## config.mk

```make
export PLATFORM = sky130hd
export DESIGN_NAME = ccg_clock_control
export DESIGN_NICKNAME = d
export VERILOG_FILES = /design/src/include/ccg_pkg.sv /design/src/include/ccg_gate_if.sv /design/src/design/ccg_clock_control.sv /design/src/design/ccg_clock_gate.sv
export SDC_FILE = /design/constraint.sdc
export NUM_CORES = 1
export LEC_CHECK = 0
export BUFFER_PORTS_ARGS = -buffer_cell sky130_fd_sc_hd__buf_2
export CORE_AREA = 2 2 122 124
export DETAILED_ROUTE_END_ITERATION = 7
export DIE_AREA = 0 0 124 126
export PLACE_DENSITY = 0.75
export SLEW_MARGIN = 5
export SYNTH_ARGS = -nofsm -noshare
export SYNTH_HDL_FRONTEND = slang
export SYNTH_HIERARCHICAL = 1
export SYNTH_SLANG_ARGS = --single-unit
```

## constraint.sdc

```tcl
create_clock -name aclk -period 3 [get_ports aclk]
set_clock_uncertainty 0.05 [all_clocks]
set_input_delay 0.75 -clock aclk [delete_from_list [all_inputs] [get_ports aclk]]
set_output_delay 0.75 -clock aclk [all_outputs]
set_load 0.005 [all_outputs]
```

## src/include/ccg_pkg.sv

```systemverilog
// Constants, field layout and state types of the clock gate and slow
// mode controller. Assumes a 25 MHz register bus clock.
package ccg_pkg;

  // ----------------------------------------------------------------
  // Timing
  // ----------------------------------------------------------------
  localparam int unsigned CLK_HZ = 25_000_000;
  localparam int unsigned CLK_PERIOD_NS = 40;
  // Settling time software waits before leaving slow mode.
  localparam int unsigned PLL_SETTLE_NS = 150_000;
  localparam int unsigned PLL_SETTLE_CYCLES =
    (PLL_SETTLE_NS + CLK_PERIOD_NS - 1) / CLK_PERIOD_NS;

  // ----------------------------------------------------------------
  // Register byte addresses
  // ----------------------------------------------------------------
  localparam logic [31:0] ADDR_LOCK_TIME = 32'h4c00_0000;
  localparam logic [31:0] ADDR_GATE = 32'h4c00_000c;
  localparam logic [31:0] ADDR_SLOW = 32'h4c00_0010;

  // ----------------------------------------------------------------
  // Clock gate control fields
  // ----------------------------------------------------------------
  localparam int unsigned NUM_GATES = 15;
  localparam int unsigned GATE_LO = 4;
  localparam int unsigned GATE_HI = 18;
  localparam int unsigned GATE_PBUS_LO = 7;
  localparam int unsigned GATE_RTC = 14;
  localparam int unsigned BIT_POWER_OFF = 3;
  localparam int unsigned BIT_IDLE = 2;
  localparam int unsigned BIT_SPECIAL = 0;
  localparam logic [31:0] GATE_RESET = 32'h0007_fff0;
  localparam logic [31:0] GATE_MASK = 32'h0007_fffd;

  // ----------------------------------------------------------------
  // Slow clock control fields
  // ----------------------------------------------------------------
  localparam int unsigned BIT_USB_OFF = 7;
  localparam int unsigned BIT_MPLL_OFF = 5;
  localparam int unsigned BIT_SLOW = 4;
  localparam int unsigned DIV_HI = 2;
  localparam logic [31:0] SLOW_RESET = 32'h0000_0004;
  localparam logic [31:0] SLOW_MASK = 32'h0000_00b7;

  // ----------------------------------------------------------------
  // Lock time field
  // ----------------------------------------------------------------
  localparam int unsigned LOCK_LO = 12;
  localparam int unsigned LOCK_HI = 23;
  localparam logic [11:0] LOCK_RESET = 12'hfff;

  // ----------------------------------------------------------------
  // PLL output law and bus answers
  // ----------------------------------------------------------------
  localparam int unsigned PLL_M_OFFSET = 8;
  localparam int unsigned PLL_P_OFFSET = 2;
  localparam logic [1:0] RESP_OKAY = 2'h0;
  localparam logic [1:0] RESP_SLVERR = 2'h2;

  typedef enum logic [2:0] {
    USB_STOPPED = 3'h1,
    USB_LOCKING = 3'h2,
    USB_RUNNING = 3'h4
  } ccg_usb_state_type;

  // Output frequency in kHz from input kHz and raw divider fields.
  function automatic int unsigned ccg_pll_khz(
    input int unsigned fin_khz,
    input int unsigned main_div,
    input int unsigned pre_div,
    input int unsigned post_div
  );
    ccg_pll_khz = ((main_div + PLL_M_OFFSET) * fin_khz) /
      ((pre_div + PLL_P_OFFSET) << post_div);
  endfunction : ccg_pll_khz

endpackage : ccg_pkg

```

## src/include/ccg_gate_if.sv

```systemverilog
// Carries gate enables to the glitch-free gate cells and the gated
// clocks back. Assumes both ends share the bus clock.
`timescale 1ns/100ps
interface ccg_gate_if;
  logic [ccg_pkg::NUM_GATES-1:0] enable;
  logic [ccg_pkg::NUM_GATES-1:0] gated;
  modport ctrl (output enable, input gated);
  modport gate (input enable, output gated);
endinterface : ccg_gate_if

```

## src/design/ccg_clock_control.sv

```systemverilog
// Clock gate and slow mode controller with an AXI4-Lite register port.
// Assumes aclk serves as the peripheral bus clock, the system bus clock
// and the selected slow mode input clock in this build.
`timescale 1ns/100ps
// Function
// - Peripheral bus gates 18..7, reset enabled
// - System bus gates 6..4, reset enabled
// - Real-time-clock gate spares its timer
// - Bit 3 requests power-off, resets 0
// - Idle bit stays until software clears
// - USB off bit stops clock and PLL
// - Main PLL off only in slow mode
// - Slow bit zero selects main PLL
// - Slow clock is input over twice divider, input itself at zero
// - Slow input is crystal or external clock
// - PLL output is m times input over p times two to the s
// - USB lock wait from 12-bit count
// - Idle entry waits for processor acknowledge
module ccg_clock_control (
  input wire logic aclk, // Bus and reference clock, 25 MHz
  input wire logic aresetn, // Synchronous reset, active low
  input wire logic clken, // Freezes all state while low
  input wire logic [31:0] s_axi_awaddr, // Write address
  input wire logic s_axi_awvalid, // Write address valid
  output logic s_axi_awready, // Write address ready
  input wire logic [31:0] s_axi_wdata, // Write data
  input wire logic [3:0] s_axi_wstrb, // Write byte strobes
  input wire logic s_axi_wvalid, // Write data valid
  output logic s_axi_wready, // Write data ready
  output logic [1:0] s_axi_bresp, // Write response
  output logic s_axi_bvalid, // Write response valid
  input wire logic s_axi_bready, // Write response ready
  input wire logic [31:0] s_axi_araddr, // Read address
  input wire logic s_axi_arvalid, // Read address valid
  output logic s_axi_arready, // Read address ready
  output logic [31:0] s_axi_rdata, // Read data
  output logic [1:0] s_axi_rresp, // Read response
  output logic s_axi_rvalid, // Read data valid
  input wire logic s_axi_rready, // Read data ready
  input wire logic source_select_pin, // Input clock source strap
  input wire logic idle_ack, // Processor wrapper idle acknowledge
  output logic [ccg_pkg::NUM_GATES-1:0] gated_clock, // Gated clocks
  output logic power_off_request, // Power-off transition request
  output logic idle_request, // Idle entry request
  output logic idle_enter, // Idle entry granted
  output logic special_mode_request, // Special mode bit
  output logic core_clock_from_pll, // Core clock taken from main PLL
  output logic core_clock, // Slow mode core clock
  output logic slow_source_external, // Slow input is external clock
  output logic main_pll_power_down, // Main PLL powered down
  output logic usb_pll_power_down, // USB PLL powered down
  output logic usb_clock_enable // USB clock running
);
  import ccg_pkg::*;

  // ----------------------------------------------------------------
  // Registers and state
  // ----------------------------------------------------------------
  logic [31:0] clock_gate_control;
  logic [31:0] slow_clock_control;
  logic [11:0] usb_lock_count;
  logic aw_held;
  logic w_held;
  logic [31:0] aw_addr;
  logic [31:0] w_data;
  logic [3:0] w_strb;
  ccg_usb_state_type usb_state;
  ccg_usb_state_type next_usb_state;
  logic [11:0] lock_timer;
  logic [2:0] div_count;
  logic slow_phase;
  logic [2:0] source_sync;
  logic idle_grant;

  ccg_gate_if gates ();

  // ----------------------------------------------------------------
  // Write channel decode
  // ----------------------------------------------------------------
  wire do_write = aw_held && w_held && !s_axi_bvalid;
  wire hit_gate_w = aw_addr == ADDR_GATE;
  wire hit_slow_w = aw_addr == ADDR_SLOW;
  wire hit_lock_w = aw_addr == ADDR_LOCK_TIME;
  wire write_hit = hit_gate_w || hit_slow_w || hit_lock_w;
  wire [31:0] strb_mask = {{8{w_strb[3]}}, {8{w_strb[2]}},
                           {8{w_strb[1]}}, {8{w_strb[0]}}};
  wire [31:0] next_gate = (clock_gate_control & ~(strb_mask & GATE_MASK))
                        | (w_data & strb_mask & GATE_MASK);
  wire [31:0] next_slow = (slow_clock_control & ~(strb_mask & SLOW_MASK))
                        | (w_data & strb_mask & SLOW_MASK);
  wire [31:0] lock_word = {8'h00, usb_lock_count, 12'h000};
  wire [31:0] next_lock_word = (lock_word & ~strb_mask)
                             | (w_data & strb_mask);

  assign s_axi_awready = !aw_held;
  assign s_axi_wready = !w_held;

  always_ff @(posedge aclk) begin
    if (!aresetn) begin
      aw_held <= 1'b0;
      w_held <= 1'b0;
      aw_addr <= 32'h0000_0000;
      w_data <= 32'h0000_0000;
      w_strb <= 4'h0;
    end else if (clken) begin
      if (s_axi_awvalid && !aw_held) begin
        aw_held <= 1'b1;
        aw_addr <= s_axi_awaddr;
      end else if (do_write) begin
        aw_held <= 1'b0;
      end
      if (s_axi_wvalid && !w_held) begin
        w_held <= 1'b1;
        w_data <= s_axi_wdata;
        w_strb <= s_axi_wstrb;
      end else if (do_write) begin
        w_held <= 1'b0;
      end
    end
  end

  always_ff @(posedge aclk) begin
    if (!aresetn) begin
      s_axi_bvalid <= 1'b0;
      s_axi_bresp <= RESP_OKAY;
    end else if (clken) begin
      if (do_write) begin
        s_axi_bvalid <= 1'b1;
        s_axi_bresp <= write_hit ? RESP_OKAY : RESP_SLVERR;
      end else if (s_axi_bready) begin
        s_axi_bvalid <= 1'b0;
      end
    end
  end

  // ----------------------------------------------------------------
  // Register storage
  // ----------------------------------------------------------------
  // The idle bit is only ever changed by a bus write, never by the
  // idle handshake, so software sees exactly what it wrote.
  always_ff @(posedge aclk) begin
    if (!aresetn) begin
      clock_gate_control <= GATE_RESET;
      slow_clock_control <= SLOW_RESET;
      usb_lock_count <= LOCK_RESET;
    end else if (clken && do_write) begin
      if (hit_gate_w) begin
        clock_gate_control <= next_gate;
      end
      if (hit_slow_w) begin
        slow_clock_control <= next_slow;
      end
      if (hit_lock_w) begin
        usb_lock_count <= next_lock_word[LOCK_HI:LOCK_LO];
      end
    end
  end

  // ----------------------------------------------------------------
  // Read channel
  // ----------------------------------------------------------------
  wire hit_gate_r = s_axi_araddr == ADDR_GATE;
  wire hit_slow_r = s_axi_araddr == ADDR_SLOW;
  wire hit_lock_r = s_axi_araddr == ADDR_LOCK_TIME;
  wire read_hit = hit_gate_r || hit_slow_r || hit_lock_r;
  wire [31:0] read_word = hit_gate_r ? (clock_gate_control & GATE_MASK) :
                          hit_slow_r ? (slow_clock_control & SLOW_MASK) :
                          hit_lock_r ? lock_word : 32'h0000_0000;

  assign s_axi_arready = !s_axi_rvalid;

  always_ff @(posedge aclk) begin
    if (!aresetn) begin
      s_axi_rvalid <= 1'b0;
      s_axi_rdata <= 32'h0000_0000;
      s_axi_rresp <= RESP_OKAY;
    end else if (clken) begin
      if (s_axi_arvalid && !s_axi_rvalid) begin
        s_axi_rvalid <= 1'b1;
        s_axi_rdata <= read_word;
        s_axi_rresp <= read_hit ? RESP_OKAY : RESP_SLVERR;
      end else if (s_axi_rready) begin
        s_axi_rvalid <= 1'b0;
      end
    end
  end

  // ----------------------------------------------------------------
  // Peripheral clock gates
  // ----------------------------------------------------------------
  // gate enables
  assign gates.enable = clock_gate_control[GATE_HI:GATE_LO];
  // bus clock only
  // The timer of the real-time clock runs from its own oscillator and
  // is never touched here; only its register clock is gated.
  assign gated_clock = gates.gated;

  ccg_clock_gate u_gate (
    .aclk(aclk),
    .aresetn(aresetn),
    .clken(clken),
    .gates(gates.gate)
  );

  // ----------------------------------------------------------------
  // Power mode requests
  // ----------------------------------------------------------------
  // power-off request
  assign power_off_request = clock_gate_control[BIT_POWER_OFF];
  assign idle_request = clock_gate_control[BIT_IDLE];
  assign special_mode_request = clock_gate_control[BIT_SPECIAL];
  assign idle_enter = idle_grant;

  always_ff @(posedge aclk) begin
    if (!aresetn) begin
      idle_grant <= 1'b0;
    end else if (clken) begin
      idle_grant <= clock_gate_control[BIT_IDLE] && idle_ack;
    end
  end

  // ----------------------------------------------------------------
  // Slow mode and main PLL
  // ----------------------------------------------------------------
  wire slow_mode = slow_clock_control[BIT_SLOW];
  wire [2:0] slow_divider_value = slow_clock_control[DIV_HI:0];
  wire div_wrap = div_count == (slow_divider_value - 3'h1);

  assign core_clock_from_pll = !slow_mode;
  assign main_pll_power_down = slow_clock_control[BIT_MPLL_OFF] && slow_mode;

  always_ff @(posedge aclk) begin
    if (!aresetn) begin
      div_count <= 3'h0;
      slow_phase <= 1'b0;
    end else if (clken) begin
      if (slow_divider_value == 3'h0 || div_wrap) begin
        div_count <= 3'h0;
        slow_phase <= !slow_phase;
      end else begin
        div_count <= div_count + 3'h1;
      end
    end
  end

  // A zero divider passes the input clock straight through; the
  // switch to or from zero may clip one phase, as the mode is only
  // changed while the core runs from the main PLL.
  assign core_clock = (slow_divider_value == 3'h0) ? aclk : slow_phase;

  // input clock source
  // The strap is asynchronous, so it passes three flops and a change
  // counts once the last two agree.
  always_ff @(posedge aclk) begin
    if (!aresetn) begin
      source_sync <= 3'h0;
      slow_source_external <= 1'b0;
    end else if (clken) begin
      source_sync <= {source_sync[1:0], source_select_pin};
      if (source_sync[1] == source_sync[2]) begin
        slow_source_external <= source_sync[2];
      end
    end
  end

  // ----------------------------------------------------------------
  // USB clock and PLL
  // ----------------------------------------------------------------
  wire usb_clock_off_select = slow_clock_control[BIT_USB_OFF];

  always_comb begin
    next_usb_state = usb_state;
    case (usb_state)
      USB_STOPPED: begin
        if (!usb_clock_off_select) next_usb_state = USB_LOCKING;
      end
      USB_LOCKING: begin
        if (usb_clock_off_select) next_usb_state = USB_STOPPED;
        else if (lock_timer == 12'h000) next_usb_state = USB_RUNNING;
      end
      USB_RUNNING: begin
        if (usb_clock_off_select) next_usb_state = USB_STOPPED;
      end
      default: next_usb_state = USB_STOPPED;
    endcase
  end

  always_ff @(posedge aclk) begin
    if (!aresetn) begin
      usb_state <= USB_LOCKING;
      lock_timer <= LOCK_RESET;
    end else if (clken) begin
      usb_state <= next_usb_state;
      if (usb_state != USB_LOCKING) begin
        lock_timer <= usb_lock_count;
      end else if (lock_timer != 12'h000) begin
        lock_timer <= lock_timer - 12'h001;
      end
    end
  end

  assign usb_pll_power_down = usb_state == USB_STOPPED;
  assign usb_clock_enable = usb_state == USB_RUNNING;

  // ----------------------------------------------------------------
  // Assertions
  // ----------------------------------------------------------------
  property p_pll_law;
    @(posedge aclk) disable iff (!aresetn)
      1'b1 |-> ccg_pll_khz(12000, 120, 2, 3) == 48000;
  endproperty
  a_pll_law: assert property (p_pll_law)
    else $error("PLL output law gives wrong frequency");

  property p_gate_reset;
    @(posedge aclk) $rose(aresetn) |-> gates.enable == 15'h7fff;
  endproperty
  a_gate_reset: assert property (p_gate_reset)
    else $error("Gate enables not all set after reset");

  property p_hbus_gate_follows;
    @(posedge aclk) disable iff (!aresetn)
      clken && do_write && hit_gate_w && w_strb[0] |=>
        gates.enable[2:0] == $past(w_data[6:4]);
  endproperty
  a_hbus_gate_follows: assert property (p_hbus_gate_follows)
    else $error("System bus gate did not follow write");

  property p_idle_sticky;
    @(posedge aclk) disable iff (!aresetn)
      idle_request && !(do_write && hit_gate_w) |=> idle_request;
  endproperty
  a_idle_sticky: assert property (p_idle_sticky)
    else $error("Idle request cleared without a write");

  property p_idle_ack;
    @(posedge aclk) disable iff (!aresetn)
      idle_enter |-> $past(idle_ack) && $past(idle_request);
  endproperty
  a_idle_ack: assert property (p_idle_ack)
    else $error("Idle entered without acknowledge");

  property p_mpll_off;
    @(posedge aclk) disable iff (!aresetn)
      main_pll_power_down |-> slow_mode;
  endproperty
  a_mpll_off: assert property (p_mpll_off)
    else $error("Main PLL down outside slow mode");

  property p_usb_off;
    @(posedge aclk) disable iff (!aresetn)
      clken && usb_clock_off_select |=>
        usb_pll_power_down && !usb_clock_enable;
  endproperty
  a_usb_off: assert property (p_usb_off)
    else $error("USB clock still running after off select");

  property p_usb_lock;
    @(posedge aclk) disable iff (!aresetn)
      clken && usb_pll_power_down && !usb_clock_off_select &&
        usb_lock_count == 12'h002 |=>
        !usb_clock_enable [*3];
  endproperty
  a_usb_lock: assert property (p_usb_lock)
    else $error("USB clock enabled before lock wait");

  property p_reserved_zero;
    @(posedge aclk) disable iff (!aresetn)
      s_axi_rvalid && s_axi_rresp == RESP_OKAY |->
        s_axi_rdata[31:24] == 8'h00;
  endproperty
  a_reserved_zero: assert property (p_reserved_zero)
    else $error("Reserved read bits not zero");

  property p_write_answer;
    @(posedge aclk) disable iff (!aresetn)
      clken && do_write |=> s_axi_bvalid &&
        (!$past(hit_gate_w && w_strb[0]) ||
         power_off_request == $past(w_data[BIT_POWER_OFF]));
  endproperty
  a_write_answer: assert property (p_write_answer)
    else $error("Write not answered or power-off bit not taken");

  c_slow_entry: cover property (@(posedge aclk) $rose(slow_mode));
  c_usb_run: cover property (@(posedge aclk) $rose(usb_clock_enable));
  c_idle: cover property (@(posedge aclk) $rose(idle_enter));

endmodule : ccg_clock_control

```

## src/design/ccg_clock_gate.sv

```systemverilog
// Glitch-free clock gate cells, one per gated peripheral clock.
// Assumes the enables change only just after a rising clock edge.
`timescale 1ns/100ps
module ccg_clock_gate (
  input wire logic aclk, // Clock to be gated
  input wire logic aresetn, // Synchronous reset, active low
  input wire logic clken, // Freezes the enable latches while low
  ccg_gate_if.gate gates // Enables in, gated clocks out
);
  import ccg_pkg::*;

  logic [NUM_GATES-1:0] hold;

  // ----------------------------------------------------------------
  // Gate cells
  // ----------------------------------------------------------------
  // The enable is taken on the falling edge, while the clock is low,
  // so the AND never cuts a high phase short.
  genvar i;
  generate
    for (i = 0; i < NUM_GATES; i++) begin : g_cell
      always_ff @(negedge aclk) begin
        if (!aresetn) begin
          hold[i] <= 1'b1;
        end else if (clken) begin
          hold[i] <= gates.enable[i];
        end
      end
      assign gates.gated[i] = aclk & hold[i];
    end
  endgenerate

endmodule : ccg_clock_gate

```

# After elaboration in Yosys (flattened, before gate mapping)
# Index checks and enable logic that the tools add are counted.
# Widths: inputs -> output; s select.
# word_totals
ff_bits,214
inputBits,110
ramBits,0
latchBits,0
romBits,0
n_memories,0
word_cells,141
out_inout_bits,66
# op_classes
multipliers,0
mux,21
eq_ne,15
n_shift,0
reduce_logical,42
n_addsub,3
n_bitwise,25
div,0
order_cmp,0
# op_table
cell,n
$eq 32x31->1 const B,6
$mux 24,3
$and 32x32->32,2
$and 24x24->24,2
$not 19->32,1
$not 8->32,1
$or 32x19->32,1
$or 32x8->32,1
$reduce_and 2->1,14
$mux 12,2
$not 24->24,1
$or 24x24->24,1
$and 1x1->1,15
$mux 3,5
$logic_not 12->1,1
$reduce_bool 12->1,1
$sub 12x1->12 const B,1
$reduce_bool 2->1,5
$pmux 3 s3,1
$logic_and 1x1->1,8
$mux 1,8
$logic_not 1->1,6
$logic_or 1x1->1,5
$mux 2,2
13 further kinds,13

# Longest topological paths before layout
# depth
ltp_word,4
mapped_depth,7
mapped_depth_nobuf,7

# Cells and area by module
# Netlist, hierarchy kept.
# modules_own_cells
module,seq_area_each_um2,n_inst,area_per_inst_um2,cells_each
ccg_clock_control,2982.9,1,6414.9,771
ccg_clock_gate,300.3,1,643.1,65

==> results.sh <==
export IMPL_synth_seq_cells=164
export IMPL_postSynthAreaPerCell_um2=8.44
export IMPL_vias=6506
export IMPL_worstHoldPathType="in -> reg"
export IMPL_final_max_slew_viol_count=0
export IMPL_multiInputGateArea_um2=3460
export IMPL_drt_initial_drc_count=468
export IMPL_grt_max_degree=50
export IMPL_worst_pin_slew_ns=0.669
export IMPL_hold_viol=0
export IMPL_die_h_um=126
export IMPL_area_delta_synth_final_pct=28.2
export IMPL_overflow=0
export IMPL_yosysTopAreaCell="dfxtp_1"
export IMPL_numPortBuffers=156
export IMPL_rows=44
export IMPL_grt_pass1_wl_mm=29.4
export IMPL_antenna_found_initial=0
export IMPL_drcViolationCount=0
export IMPL_ir_drop_uv=469
export IMPL_hold_buffers=0
export IMPL_reg2reg_slack_ns=0.72
export IMPL_crit_path_end_kind="primary output"
export IMPL_powerDensity_nw_per_um2=699
export IMPL_dp_hpwl_mm=12.3
export IMPL_wl_per_cell_um=15.3
export IMPL_core_um2=14300
export IMPL_r2r_cells=2
export IMPL_synth_ff_type="dfxtp_1"
export IMPL_path_clk_slew_ns=0.07
export IMPL_crit_slowest_cell="dfxtp_2"
export IMPL_setup_viol=30
export IMPL_tns_ns=-6.47
export IMPL_arrival_ns=2.67
export IMPL_power_mw=6.32
export IMPL_first_pass_iters=5
export IMPL_ant_nets=0
export IMPL_synthArstFlopShare=0
export IMPL_worstSetupStartpointType="register"
export IMPL_pre_cts_slack_ns=0.0131
export IMPL_clock_latency_ns=0.54
export IMPL_design_area_um2=9040
export IMPL_slew_headroom=0.553
export IMPL_crit_chain="and2_4 -> buf_6"
export IMPL_start_util=0.493
export IMPL_io_pin_count=176
export IMPL_seqCellArea_um2=3300
export IMPL_cts_tree="done"
export IMPL_yosys_warnings=6
export IMPL_synth_area_leaders="dfxtp_1 47%, nand2_1 11%, mux2i_1 7.7%"
export IMPL_failed_checks="negative setup slack"
export IMPL_dp_cells=1147
export IMPL_grt_util_all_layers=0.242
export IMPL_critical_path_required_ns=2.20
export IMPL_stdcell_count=1208
export IMPL_ys_seq_area_frac=0.465
export IMPL_rsz0062_at_grt="true"
export IMPL_place_area_um2=8000
export IMPL_synth_edf_count=0
export IMPL_worstPathMaxFanout=2
export IMPL_die_w_um=124
export IMPL_syn_inst=836
export IMPL_synth_cell_types=59
export IMPL_max_stage_delay_ns=0.32
export IMPL_synth_top_cell_area_share=0.465
export IMPL_layout_common_cells="198 x nand2_1, 149 x dfxtp_1, 141 x buf_2"
export IMPL_p_leak_nw=3.82
export IMPL_grt_pass1_vias=6089
export IMPL_place_congestion=0.905
export IMPL_drv_cap=0
export IMPL_layout_nets=1125
export IMPL_fillers=1200
export IMPL_dieArea_um2=15600
export IMPL_via_per_inst=5.39
export IMPL_drive_gt1_frac=0.267
export IMPL_hold_depth=3
export IMPL_antennaDiodeCount=0
export IMPL_layout_commonest_cell="nand2_1"
export IMPL_drt_total_wl_mm=18.5
export IMPL_final_setup_worst_slack_ns=-0.466
export IMPL_syn_area_um2=7060
export IMPL_outcome="complete, but fails checks"
export IMPL_criticalPathCategory="reg -> out"
## logic make-up after synthesis
kind of cell,synth area share
AND/OR/NAND/NOR,0.252
flip-flops,0.465
AO/OA/AOI/OAI,0.133
buffers and inverters,0.0557
multiplexers,0.0782
adder cells (fa/ha/maj),0.00886
XOR/XNOR,0.00620
other,0.000531
## timing repair
action / CTS / global route
setup buffers: 4 / 3
resized for setup: 35 / 10
pin swaps: 5 / 1
setup endpoints to repair: 31 / 30
endpoints found under the hold margin: 0 / 0
## per-stage QoR
| stage | util | hold WS (ns) |
|---|---|---|
| 2_1_floorplan | - | 0.381 |
| 4_1_cts | 0.628 | 0.380 |
| 6_report | 0.632 | 0.387 |
| 3_3_place_gp | 0.559 | 0.380 |
| 3_5_place_dp | 0.559 | 0.386 |
| 5_1_grt | 0.632 | 0.385 |
## report_power, final
part | total, mW | internal (mW) | switching (mW)
logic | 0.349 | 0.140 | 0.209
registers | 2.26 | 2.23 | 0.0322
clock network | 3.71 | 2.35 | 1.36
## routing by layer
| metal | up-vias | wire length [um] | share of wire | GRT usage |
|---|---|---|---|---|
| met2 | 245 | 8460 | 0.46 | 0.361 |
| met3 | 55 | 1400 | 0.076 | 0.0806 |
| met4 | 0 | 651 | 0.035 | 0.118 |
| li1 | 3216 | - | - | - |
| met1 | 2990 | 8010 | 0.43 | 0.314 |
| met5 | - | 0 | 0 | 0 |
## cells in the mapped netlist, drive strengths merged (4+ instances only)
cell type  instances
a32oi              5
a311oi             5
nand4              6
mux2i             54
xor2               4
inv               18
o21ai             38
a31oi              7
nand2b             5
nand2            198
a21oi             72
dfxtp            164
nor4b              7
nor2              67
or3                7
and2              18
nor3               6
nor4              16
clkbuf            44
and3               4
nand3             10
a221o              5
a22oi              7
or4                7
o41ai              4
ha                 5
buf               19
## final timing paths
check / startpoint / to
max: u_gate/hold[10]$_SDFFE_NN1P_ / gated_clock[10]
min: s_axi_awaddr[20] / aw_addr[20]$_SDFFE_PN0P_
max reg2reg: register / u_gate/hold[0]$_SDFFE_NN1P_
min reg2reg: s_axi_rdata[2]$_SDFFE_PN0P_ / s_axi_rdata[2]$_SDFFE_PN0P_
## critical path, delay by kind of cell, from the launching register on
| kind | cells | cell delay (ns) |
|---|---|---|
| simple gates | 1 | 0.13 |
| buf+inv | 1 | 0.10 |
| flops | 1 | 0.32 |
## final cells by class
cell class              count  share of cell area
inverters                  17             0.00733
well taps                 184              0.0255
multi-input cells         600               0.382
flip-flops and latches    164               0.365
clock buffers              44              0.0901
clock inverters            28              0.0237
repair buffers            171               0.106
No activity file was read; power rests on OpenSTA's default activity.
